**src/common/three_port_pin_io_defines.vh**
```
// Operation
// - Three ports, eighteen pins, byte data registers
// - Reset clears all three data registers
// - Data registers at E0H, E1H, E2H
// - First port pins: input or push-pull
// - First port per-pin pull-up select
// - First port alternates: ADC, interrupts, PWM
// - First port config at E6H and E7H
// - Second port: in/push-pull/open-drain, pull up/down
// - Second port option pins; bit two input-only
// - Third port modes, pull-up, ADC/clock/timer alternates
// - Pending bit1 enables irq0, bit0 pending
// - Pending bit3 enables irq1, bit2 pending
`ifndef THREE_PORT_PIN_IO_DEFINES_VH
`define THREE_PORT_PIN_IO_DEFINES_VH

// ****************************************
// Register addresses
// ****************************************
`define ADDR_FIRST_DATA 8'hE0
`define ADDR_SECOND_DATA 8'hE1
`define ADDR_THIRD_DATA 8'hE2
`define ADDR_FIRST_CON_HI 8'hE6
`define ADDR_FIRST_CON_LO 8'hE7
`define ADDR_IRQ_PEND 8'hE8
`define ADDR_SECOND_CON 8'hE9
`define ADDR_THIRD_CON_HI 8'hEA
`define ADDR_THIRD_CON_LO 8'hEB

// ****************************************
// Reset values
// ****************************************
`define RST_DATA 8'h00
`define RST_CON 8'h00
`define RST_PEND 4'h0

// ****************************************
// Pending register fields
// ****************************************
`define PEND_IRQ0_FLAG 0
`define PEND_IRQ0_EN 1
`define PEND_IRQ1_FLAG 2
`define PEND_IRQ1_EN 3

// ****************************************
// Two-bit pin mode codes
// ****************************************
`define MODE_IN 2'h0
`define MODE_IN_PULL 2'h1
`define MODE_PUSH_PULL 2'h2
`define MODE_ALT 2'h3
`define MODE_OPEN_DRAIN 2'h3

// ****************************************
// Fixed pin assignments
// ****************************************
`define PIN_IRQ0 0
`define PIN_IRQ1 1
`define PIN_PWM 6
`define THIRD_ALT_BIT 6
`define SECOND_PIN2_PU 6
`define SECOND_PIN2_PD 7

`endif

```
**src/hw/pin_sync.v**
```verilog
`timescale 1ns/1ns
// ****************************************
// Two-stage synchroniser for pin inputs
// ****************************************
module pin_sync #(
  parameter WIDTH = 18
) (
  // Clock and reset
  input wire clk_i,
  input wire rst_n_i,
  // Asynchronous pins in, synchronised copy out
  input wire [WIDTH-1:0] async_i,
  output wire [WIDTH-1:0] sync_o
);

  reg [WIDTH-1:0] meta_ff; // First stage, read only by second
  reg [WIDTH-1:0] sync_ff; // Second stage, safe to use

  // Two flops in series
  always @(posedge clk_i or negedge rst_n_i) begin
    if (!rst_n_i) begin
      meta_ff <= {WIDTH{1'b0}};
      sync_ff <= {WIDTH{1'b0}};
    end else begin
      meta_ff <= async_i;
      sync_ff <= meta_ff;
    end
  end

  assign sync_o = sync_ff;

endmodule

```
**src/hw/three_port_pin_io.v**
```verilog
`timescale 1ns/1ns
`include "three_port_pin_io_defines.vh"
module three_port_pin_io (
  // Clock and reset
  input wire clk_i,
  input wire rstn_i,
  // CPU register port
  input wire [7:0] addr_i,
  input wire wr_i,
  input wire rd_i,
  input wire [7:0] wdata_i,
  output wire [7:0] rdata_o,
  // First port pins
  input wire [7:0] p0_in_i,
  output wire [7:0] p0_out_o,
  output wire [7:0] p0_oe_o,
  output wire [7:0] p0_pull_up_o,
  output wire [7:0] p0_analog_o,
  // Second port pins
  input wire [2:0] p1_in_i,
  output wire [2:0] p1_out_o,
  output wire [2:0] p1_oe_o,
  output wire [2:0] p1_pull_up_o,
  output wire [2:0] p1_pull_down_o,
  // Third port pins
  input wire [6:0] p2_in_i,
  output wire [6:0] p2_out_o,
  output wire [6:0] p2_oe_o,
  output wire [6:0] p2_pull_up_o,
  output wire [6:0] p2_analog_o,
  // Factory option and alternate sources
  input wire osc_reset_option_i,
  input wire pwm_i,
  input wire sys_clk_out_i,
  input wire timer_zero_out_i,
  // External interrupt flags to the interrupt controller
  output wire [1:0] ext_irq_o
);

  // ****************************************
  // Reset synchroniser
  // ****************************************
  reg rst_meta_ff; // First reset stage
  reg rst_n_ff; // Released reset used everywhere

  // Assert at once, release after two edges
  always @(posedge clk_i or negedge rstn_i) begin
    if (!rstn_i) begin
      rst_meta_ff <= 1'b0;
      rst_n_ff <= 1'b0;
    end else begin
      rst_meta_ff <= 1'b1;
      rst_n_ff <= rst_meta_ff;
    end
  end

  // ****************************************
  // Pin synchronisers
  // ****************************************
  wire [17:0] pins_sync; // All 18 pins after two flops, pin count
  wire [7:0] p0_sync;
  wire [2:0] p1_sync;
  wire [6:0] p2_sync;

  pin_sync #(.WIDTH(18)) u_pin_sync (
    .clk_i(clk_i),
    .rst_n_i(rst_n_ff),
    .async_i({p2_in_i, p1_in_i, p0_in_i}),
    .sync_o(pins_sync)
  );

  assign p0_sync = pins_sync[7:0];
  assign p1_sync = pins_sync[10:8];
  assign p2_sync = pins_sync[17:11];

  // ****************************************
  // Registers
  // ****************************************
  reg [7:0] p0_data_ff; // First port data latch
  reg [2:0] p1_data_ff; // Second port data latch
  reg [6:0] p2_data_ff; // Third port data latch
  reg [7:0] p0_con_hi_ff; // Pins 7..4, two bits each
  reg [7:0] p0_con_lo_ff; // Pins 3..0, two bits each
  reg [7:0] p1_con_ff; // Pins 1..0 modes, pin 2 pulls
  reg [6:0] p2_con_hi_ff; // Pins 6..4 modes, alternate enable
  reg [7:0] p2_con_lo_ff; // Pins 3..0 modes
  reg [3:0] pend_ff; // Interrupt enables and pending flags
  reg [7:0] rdata_ff; // Registered read data
  reg [1:0] irq_pin_ff; // Last seen level of interrupt pins

  // Two-bit mode of pin n from a high/low register pair
  function [1:0] pin_mode;
    input [7:0] hi;
    input [7:0] lo;
    input integer n;
    reg [15:0] both;
    begin
      both = {hi, lo};
      pin_mode = both[2*n +: 2];
    end
  endfunction

  // ****************************************
  // Pin drive decode
  // ****************************************
  reg [7:0] p0_out, p0_oe, p0_pu, p0_an, p0_is_out;
  reg [2:0] p1_out, p1_oe, p1_pu, p1_pd, p1_is_out;
  reg [6:0] p2_out, p2_oe, p2_pu, p2_an, p2_is_out;
  reg [1:0] md;
  integer i;

  // First port: input, pulled input, push-pull or alternate
  always @* begin
    md = 2'h0;
    p0_out = 8'h00;
    p0_oe = 8'h00;
    p0_pu = 8'h00;
    p0_an = 8'h00;
    p0_is_out = 8'h00;
    for (i = 0; i < 8; i = i + 1) begin
      md = pin_mode(p0_con_hi_ff, p0_con_lo_ff, i);
      case (md)
        `MODE_IN_PULL: begin
          p0_pu[i] = 1'b1;
        end
        `MODE_PUSH_PULL: begin
          p0_out[i] = p0_data_ff[i];
          p0_oe[i] = 1'b1;
          p0_is_out[i] = 1'b1;
        end
        `MODE_ALT: begin
          // Interrupt pins stay plain inputs, PWM pin drives, rest analog
          if (i == `PIN_PWM) begin
            p0_out[i] = pwm_i;
            p0_oe[i] = 1'b1;
          end else if (i != `PIN_IRQ0 && i != `PIN_IRQ1) begin
            p0_an[i] = 1'b1;
          end
        end
        default: begin
          p0_out[i] = 1'b0;
        end
      endcase
    end
  end

  // Second port: option pins released, pin 2 input only
  always @* begin
    p1_out = 3'h0;
    p1_oe = 3'h0;
    p1_pu = 3'h0;
    p1_pd = 3'h0;
    p1_is_out = 3'h0;
    for (i = 0; i < 2; i = i + 1) begin
      case (p1_con_ff[2*i +: 2])
        `MODE_IN: p1_pu[i] = 1'b1;
        `MODE_IN_PULL: p1_pd[i] = 1'b1;
        `MODE_PUSH_PULL: begin
          p1_oe[i] = 1'b1;
          p1_out[i] = p1_data_ff[i];
          p1_is_out[i] = 1'b1;
        end
        default: begin
          // Open drain: drive low only, release for one
          p1_oe[i] = ~p1_data_ff[i];
          p1_is_out[i] = 1'b1;
        end
      endcase
    end
    p1_pu[2] = p1_con_ff[`SECOND_PIN2_PU];
    p1_pd[2] = p1_con_ff[`SECOND_PIN2_PD];
    // Oscillator and reset option takes pins away from software
    if (osc_reset_option_i) begin
      p1_oe = 3'h0;
      p1_pu = 3'h0;
      p1_pd = 3'h0;
      p1_is_out = 3'h0;
    end
  end

  // Third port: modes plus clock, timer and analog alternates
  always @* begin
    p2_out = 7'h00;
    p2_oe = 7'h00;
    p2_pu = 7'h00;
    p2_an = 7'h00;
    p2_is_out = 7'h00;
    for (i = 0; i < 7; i = i + 1) begin
      case (pin_mode({1'b0, p2_con_hi_ff}, p2_con_lo_ff, i))
        `MODE_IN: p2_pu[i] = 1'b0;
        `MODE_IN_PULL: p2_pu[i] = 1'b1;
        `MODE_PUSH_PULL: begin
          p2_oe[i] = 1'b1;
          p2_out[i] = p2_data_ff[i];
          p2_is_out[i] = 1'b1;
        end
        default: begin
          p2_oe[i] = ~p2_data_ff[i];
          p2_is_out[i] = 1'b1;
        end
      endcase
    end
    // Alternate enable overrides every pin mode
    if (p2_con_hi_ff[`THIRD_ALT_BIT]) begin
      p2_out = {5'h00, timer_zero_out_i, sys_clk_out_i};
      p2_oe = 7'h03;
      p2_an = 7'h7C;
      p2_pu = 7'h00;
      p2_is_out = 7'h00;
    end
  end

  assign p0_out_o = p0_out;
  assign p0_oe_o = p0_oe;
  assign p0_pull_up_o = p0_pu;
  assign p0_analog_o = p0_an;
  assign p1_out_o = p1_out;
  assign p1_oe_o = p1_oe;
  assign p1_pull_up_o = p1_pu;
  assign p1_pull_down_o = p1_pd;
  assign p2_out_o = p2_out;
  assign p2_oe_o = p2_oe;
  assign p2_pull_up_o = p2_pu;
  assign p2_analog_o = p2_an;

  // ****************************************
  // External interrupt edges
  // ****************************************
  wire irq0_sel; // Pin 0 in alternate mode
  wire irq1_sel; // Pin 1 in alternate mode
  wire [1:0] irq_fall; // Falling edge seen on a selected pin
  wire pend_wr;

  assign irq0_sel = (pin_mode(p0_con_hi_ff, p0_con_lo_ff, `PIN_IRQ0) == `MODE_ALT);
  assign irq1_sel = (pin_mode(p0_con_hi_ff, p0_con_lo_ff, `PIN_IRQ1) == `MODE_ALT);
  assign irq_fall[0] = irq0_sel & irq_pin_ff[0] & ~p0_sync[`PIN_IRQ0];
  assign irq_fall[1] = irq1_sel & irq_pin_ff[1] & ~p0_sync[`PIN_IRQ1];
  assign pend_wr = wr_i && (addr_i == `ADDR_IRQ_PEND);

  // ****************************************
  // Register writes
  // ****************************************
  // Store writes; the flag set by an edge beats a clearing write
  always @(posedge clk_i or negedge rst_n_ff) begin
    if (!rst_n_ff) begin
      p0_data_ff <= `RST_DATA;
      p1_data_ff <= 3'h0;
      p2_data_ff <= 7'h00;
      p0_con_hi_ff <= `RST_CON;
      p0_con_lo_ff <= `RST_CON;
      p1_con_ff <= `RST_CON;
      p2_con_hi_ff <= 7'h00;
      p2_con_lo_ff <= `RST_CON;
      pend_ff <= `RST_PEND;
      irq_pin_ff <= 2'h0;
    end else begin
      irq_pin_ff <= {p0_sync[`PIN_IRQ1], p0_sync[`PIN_IRQ0]};
      if (wr_i) begin
        case (addr_i)
          `ADDR_FIRST_DATA: p0_data_ff <= wdata_i;
          `ADDR_SECOND_DATA: p1_data_ff <= wdata_i[2:0];
          `ADDR_THIRD_DATA: p2_data_ff <= wdata_i[6:0];
          `ADDR_FIRST_CON_HI: p0_con_hi_ff <= wdata_i;
          `ADDR_FIRST_CON_LO: p0_con_lo_ff <= wdata_i;
          `ADDR_SECOND_CON: p1_con_ff <= wdata_i;
          `ADDR_THIRD_CON_HI: p2_con_hi_ff <= wdata_i[6:0];
          `ADDR_THIRD_CON_LO: p2_con_lo_ff <= wdata_i;
          default: p0_data_ff <= p0_data_ff;
        endcase
      end
      // Enables are plain storage
      if (pend_wr) begin
        pend_ff[`PEND_IRQ0_EN] <= wdata_i[`PEND_IRQ0_EN];
        pend_ff[`PEND_IRQ1_EN] <= wdata_i[`PEND_IRQ1_EN];
      end
      // Writing one keeps a flag, zero clears it, edge sets it
      pend_ff[`PEND_IRQ0_FLAG] <= irq_fall[0] | (pend_ff[`PEND_IRQ0_FLAG] &
        (~pend_wr | wdata_i[`PEND_IRQ0_FLAG]));
      pend_ff[`PEND_IRQ1_FLAG] <= irq_fall[1] | (pend_ff[`PEND_IRQ1_FLAG] &
        (~pend_wr | wdata_i[`PEND_IRQ1_FLAG]));
    end
  end

  assign ext_irq_o[0] = pend_ff[`PEND_IRQ0_FLAG] & pend_ff[`PEND_IRQ0_EN];
  assign ext_irq_o[1] = pend_ff[`PEND_IRQ1_FLAG] & pend_ff[`PEND_IRQ1_EN];

  // ****************************************
  // Register reads
  // ****************************************
  // Push-pull and open-drain pins return the latch unless the option or the third port alternate enable takes them; all other pins return the synchronised pin
  always @(posedge clk_i or negedge rst_n_ff) begin
    if (!rst_n_ff) begin
      rdata_ff <= 8'h00;
    end else if (rd_i) begin
      case (addr_i)
        `ADDR_FIRST_DATA:
          rdata_ff <= (p0_data_ff & p0_is_out) | (p0_sync & ~p0_is_out);
        `ADDR_SECOND_DATA:
          rdata_ff <= {5'h00, (p1_data_ff & p1_is_out) | (p1_sync & ~p1_is_out)};
        `ADDR_THIRD_DATA:
          rdata_ff <= {1'b0, (p2_data_ff & p2_is_out) | (p2_sync & ~p2_is_out)};
        `ADDR_FIRST_CON_HI: rdata_ff <= p0_con_hi_ff;
        `ADDR_FIRST_CON_LO: rdata_ff <= p0_con_lo_ff;
        `ADDR_IRQ_PEND: rdata_ff <= {4'h0, pend_ff};
        `ADDR_SECOND_CON: rdata_ff <= p1_con_ff;
        `ADDR_THIRD_CON_HI: rdata_ff <= {1'b0, p2_con_hi_ff};
        `ADDR_THIRD_CON_LO: rdata_ff <= p2_con_lo_ff;
        default: rdata_ff <= 8'h00;
      endcase
    end
  end

  assign rdata_o = rdata_ff;

endmodule

```
**config.mk**
```make
export PLATFORM = sky130hd
export DESIGN_NAME = three_port_pin_io
export DESIGN_NICKNAME = d
export VERILOG_FILES = /design/src/hw/pin_sync.v /design/src/hw/three_port_pin_io.v
export VERILOG_INCLUDE_DIRS = /design/src /design/src/common
export SDC_FILE = /design/constraint.sdc
export NUM_CORES = 1
export LEC_CHECK = 0
export ABC_AREA = 1
export BUFFER_PORTS_ARGS = -buffer_cell sky130_fd_sc_hd__buf_4
export CAP_MARGIN = 30
export CORE_MARGIN = 2
export CORE_UTILIZATION = 55
export DETAILED_ROUTE_END_ITERATION = 7
export PLACE_DENSITY = 0.88
export REMOVE_ABC_BUFFERS = 1
export SLEW_MARGIN = 40
export SYNTH_ARGS = -nofsm -noshare
export SYNTH_HDL_FRONTEND = slang
export SYNTH_SLANG_ARGS = --single-unit
```
**constraint.sdc**
```tcl
create_clock -name clk_i -period 6.4 [get_ports clk_i]
set_clock_uncertainty 0.1 [all_clocks]
set_input_delay 0.32 -clock clk_i [delete_from_list [all_inputs] [get_ports clk_i]]
set_output_delay 0.32 -clock clk_i [all_outputs]
set_load 0.005 [all_outputs]
```
==> metrics.txt <==
Worst-path clk slew 0.09 ns; # resized after CTS 0; clock sinks 108; met2 routed WL 6.58 mm; CP endpoint kind primary output; number of DRC markers in iteration 0 540; Pwr Total 1.32 mW; die width 99.5 um; #FFs+latches synth 108; cts hold-fix bufs 19; synthesis-to-finish area growth 24.7%; first-pass GRT wire length 21.5 mm; CORE AREA 0.00876 sq mm; fill count 650; Worst-Margin Slew 0.719 ns; unrepaired setup endpoints after global routing no; row count 34; Final ANT Viol Nets 0; Top Layer Used met4; drc violations 0; total CTS buffers 9; max cap viols 0; largest net degree at the start of global routing 59; Pwr Density 211 mW/mm^2; synth unique cells 28; post-DP HPWL 9.68 mm; synth warn 0; Post-Synth XOR/XNOR Area 0%; R2R Path End rdata_o[5]; post-route clock period utilization 38.3%; sequential area share after synthesis 53.9%; Tot GR Track Use 27.8%; mapped cell area 0.00501 sq mm; htree depth 3; hold path depth 3; Routed Wire Length 13.4 mm; Worst VDD drop 0.000141 V; clk_lat worst skew 0.37 ns; final hold vios 0; critical path class reg2out; routability congestion estimate 0.927; synthesized-area fraction occupied by adder cells 0%; Clock Path Buffers 2; Via Count 4611; Wirelength per Cell 15.9 um; CP required 5.98 ns; syn_area_per_cell 8.24 sq um; top cells by area, synth dfrtp_1 (54%), nand2_1 (14%), nand3_1 (6.7%), o21ai_0 (5.5%), nor2_1 (4.3%); initial antenna violation count 0; IO Pins 124; final setup TNS 0 ns; outcome completed; post-synthesis compound-gate area fraction 8.84%; Post-Synth Simple-Gate Area 29.1%; Post-CTS Setup Bufs 0; worst r2r src p2_con_hi_ff[6]; mux cell area share after synthesis 0%; r2r setup slk 4.22 ns; Mapped Cells 608; area share of the largest cell type after synthesis 53.9%; Data arrival, critical path 2.03 ns; Starting Density 57.2%; CP max FO 22; DR WL met3 1.08 mm; clock period minus worst slack 2.45 ns; Lkg Pwr 3.28 nW; Metal-1 WL 5.51 mm; worst hold endpoint pend_ff[0]; Final #Nets 773; Final Setup Violations 0; Die ar. 0.00989 sq mm; FF-to-FF path depth 10; die height 99.5 um; vias in the first global route 4347; Port-buffer cells 116; Slew headroom 52.1%; drt first pass iters 6; clk root buf clkbuf_8; Min-Delay Path Class in2reg; fmax 408 MHz; # diodes 0; Critical Path Start Type flop; Final Max Tran Viols 0; leading area contributor after synthesis dfrtp_1; share of layout cells above drive strength 1 21.5%; largest family of logic cells by synthesized area simple AND/OR/NAND/NOR gates; most common cell after layout, fill and taps aside nand2_1; total grt overflow 0; vias per cell 5.47; hold path start wdata_i[0]; CTS tree done; most frequent cells in the layout nand2_1 (184), buf_4 (117), dfrtp_1 (107)
==> per-layer routing <==
metal / vias up / global-route usage (%)
li1: 2161 / -
met5: - / 0
met2: 247 / 46.0
met4: 0 / 9.06
met1: 2176 / 38.1
met3: 27 / 4.01
==> logic make-up (layout without fill, tap and decap cells) <==
group	Yosys count	after routing
and+or+nand+nor	332	332
other	2	8
AOI/OAI and AO/OA	82	82
DFF	108	108
buffers and inverters	84	205
==> critical path, cell delays in order (launching register included) <==
cell and delay [ns]:
dfrtp_1 0.53, inv_1 0.58, nand2_1 0.19, a21oi_1 0.21
buf_4 0.15
==> cell type report <==
| type | count | area (sq um) | area share, % |
|---|---|---|---|
| sequential | 108 | 2710 | 43.3 |
| multi-input combinational | 422 | 1930 | 30.9 |
| timing repair buffer | 136 | 1070 | 17.1 |
| inverter | 54 | 203 | 3.24 |
| tap | 108 | 135 | 2.16 |
| clock buffer | 11 | 131 | 2.10 |
| clock inverter | 4 | 75.1 | 1.20 |
==> synth_stat cells (all sizes together) <==
cell / instances
nand2: 188
inv: 54
nor3b: 2
nor2: 64
buf: 28
nand3b: 1
a21oi: 9
a31oi: 2
conb: 2
nor3: 5
nand4: 1
dfrtp: 108
clkbuf: 2
nand3: 71
o21ai: 71
==> metrics by stage <==
step	worst slack (ns)	area [sq um]	hold WS, ns	util [%]	instances
after detailed placement	4.26	5850	0.00407	66.8	809
after floorplan	3.07	4840	-0.0756	-	584
after global placement	4.39	5850	0.00236	66.8	809
after CTS	3.98	6250	0.104	71.3	843
after global routing	3.78	6250	0.134	71.3	843
final	3.95	6250	0.113	71.3	843
==> registers in the layout, summed over array words and instances, names as in the netlist <==
signal and cells:
u_pin_sync.meta_ff 18, rst_n_ff 1, p0_data_ff 8, p1_data_ff 2, p0_con_hi_ff 8, rdata_o 8
p2_data_ff 7, p2_con_lo_ff 8, irq_pin_ff 2, rst_meta_ff 1, p1_con_ff 8, p2_con_hi_ff 7
pend_ff 4, u_pin_sync.sync_o 18, p0_con_lo_ff 8
==> worst max-delay path by stage <==
stage / start / endpoint / slack (ns) / cells after the start
2_1_floorplan: rst_n_ff / irq_pin_ff[0] / 3.07 / 0
3_3_place_gp: addr_i[4] / p2_data_ff[1] / 4.39 / 7
3_5_place_dp: addr_i[4] / p2_con_hi_ff[3] / 4.26 / 6
4_1_cts: p2_con_hi_ff[6] / p2_oe_o[5] / 3.98 / 4
5_1_grt: p2_con_hi_ff[6] / p2_oe_o[5] / 3.78 / 4
6_report: p2_con_hi_ff[6] / p2_oe_o[5] / 3.95 / 4
==> report_power, final <==
part,leakage [nW],internal [mW],switching [mW]
clock network,0.0956,0.219,0.217
logic,1.79,0.0610,0.0748
registers,1.39,0.713,0.0336
total,3.28,0.992,0.326
Power figures use the tool's default switching activity.
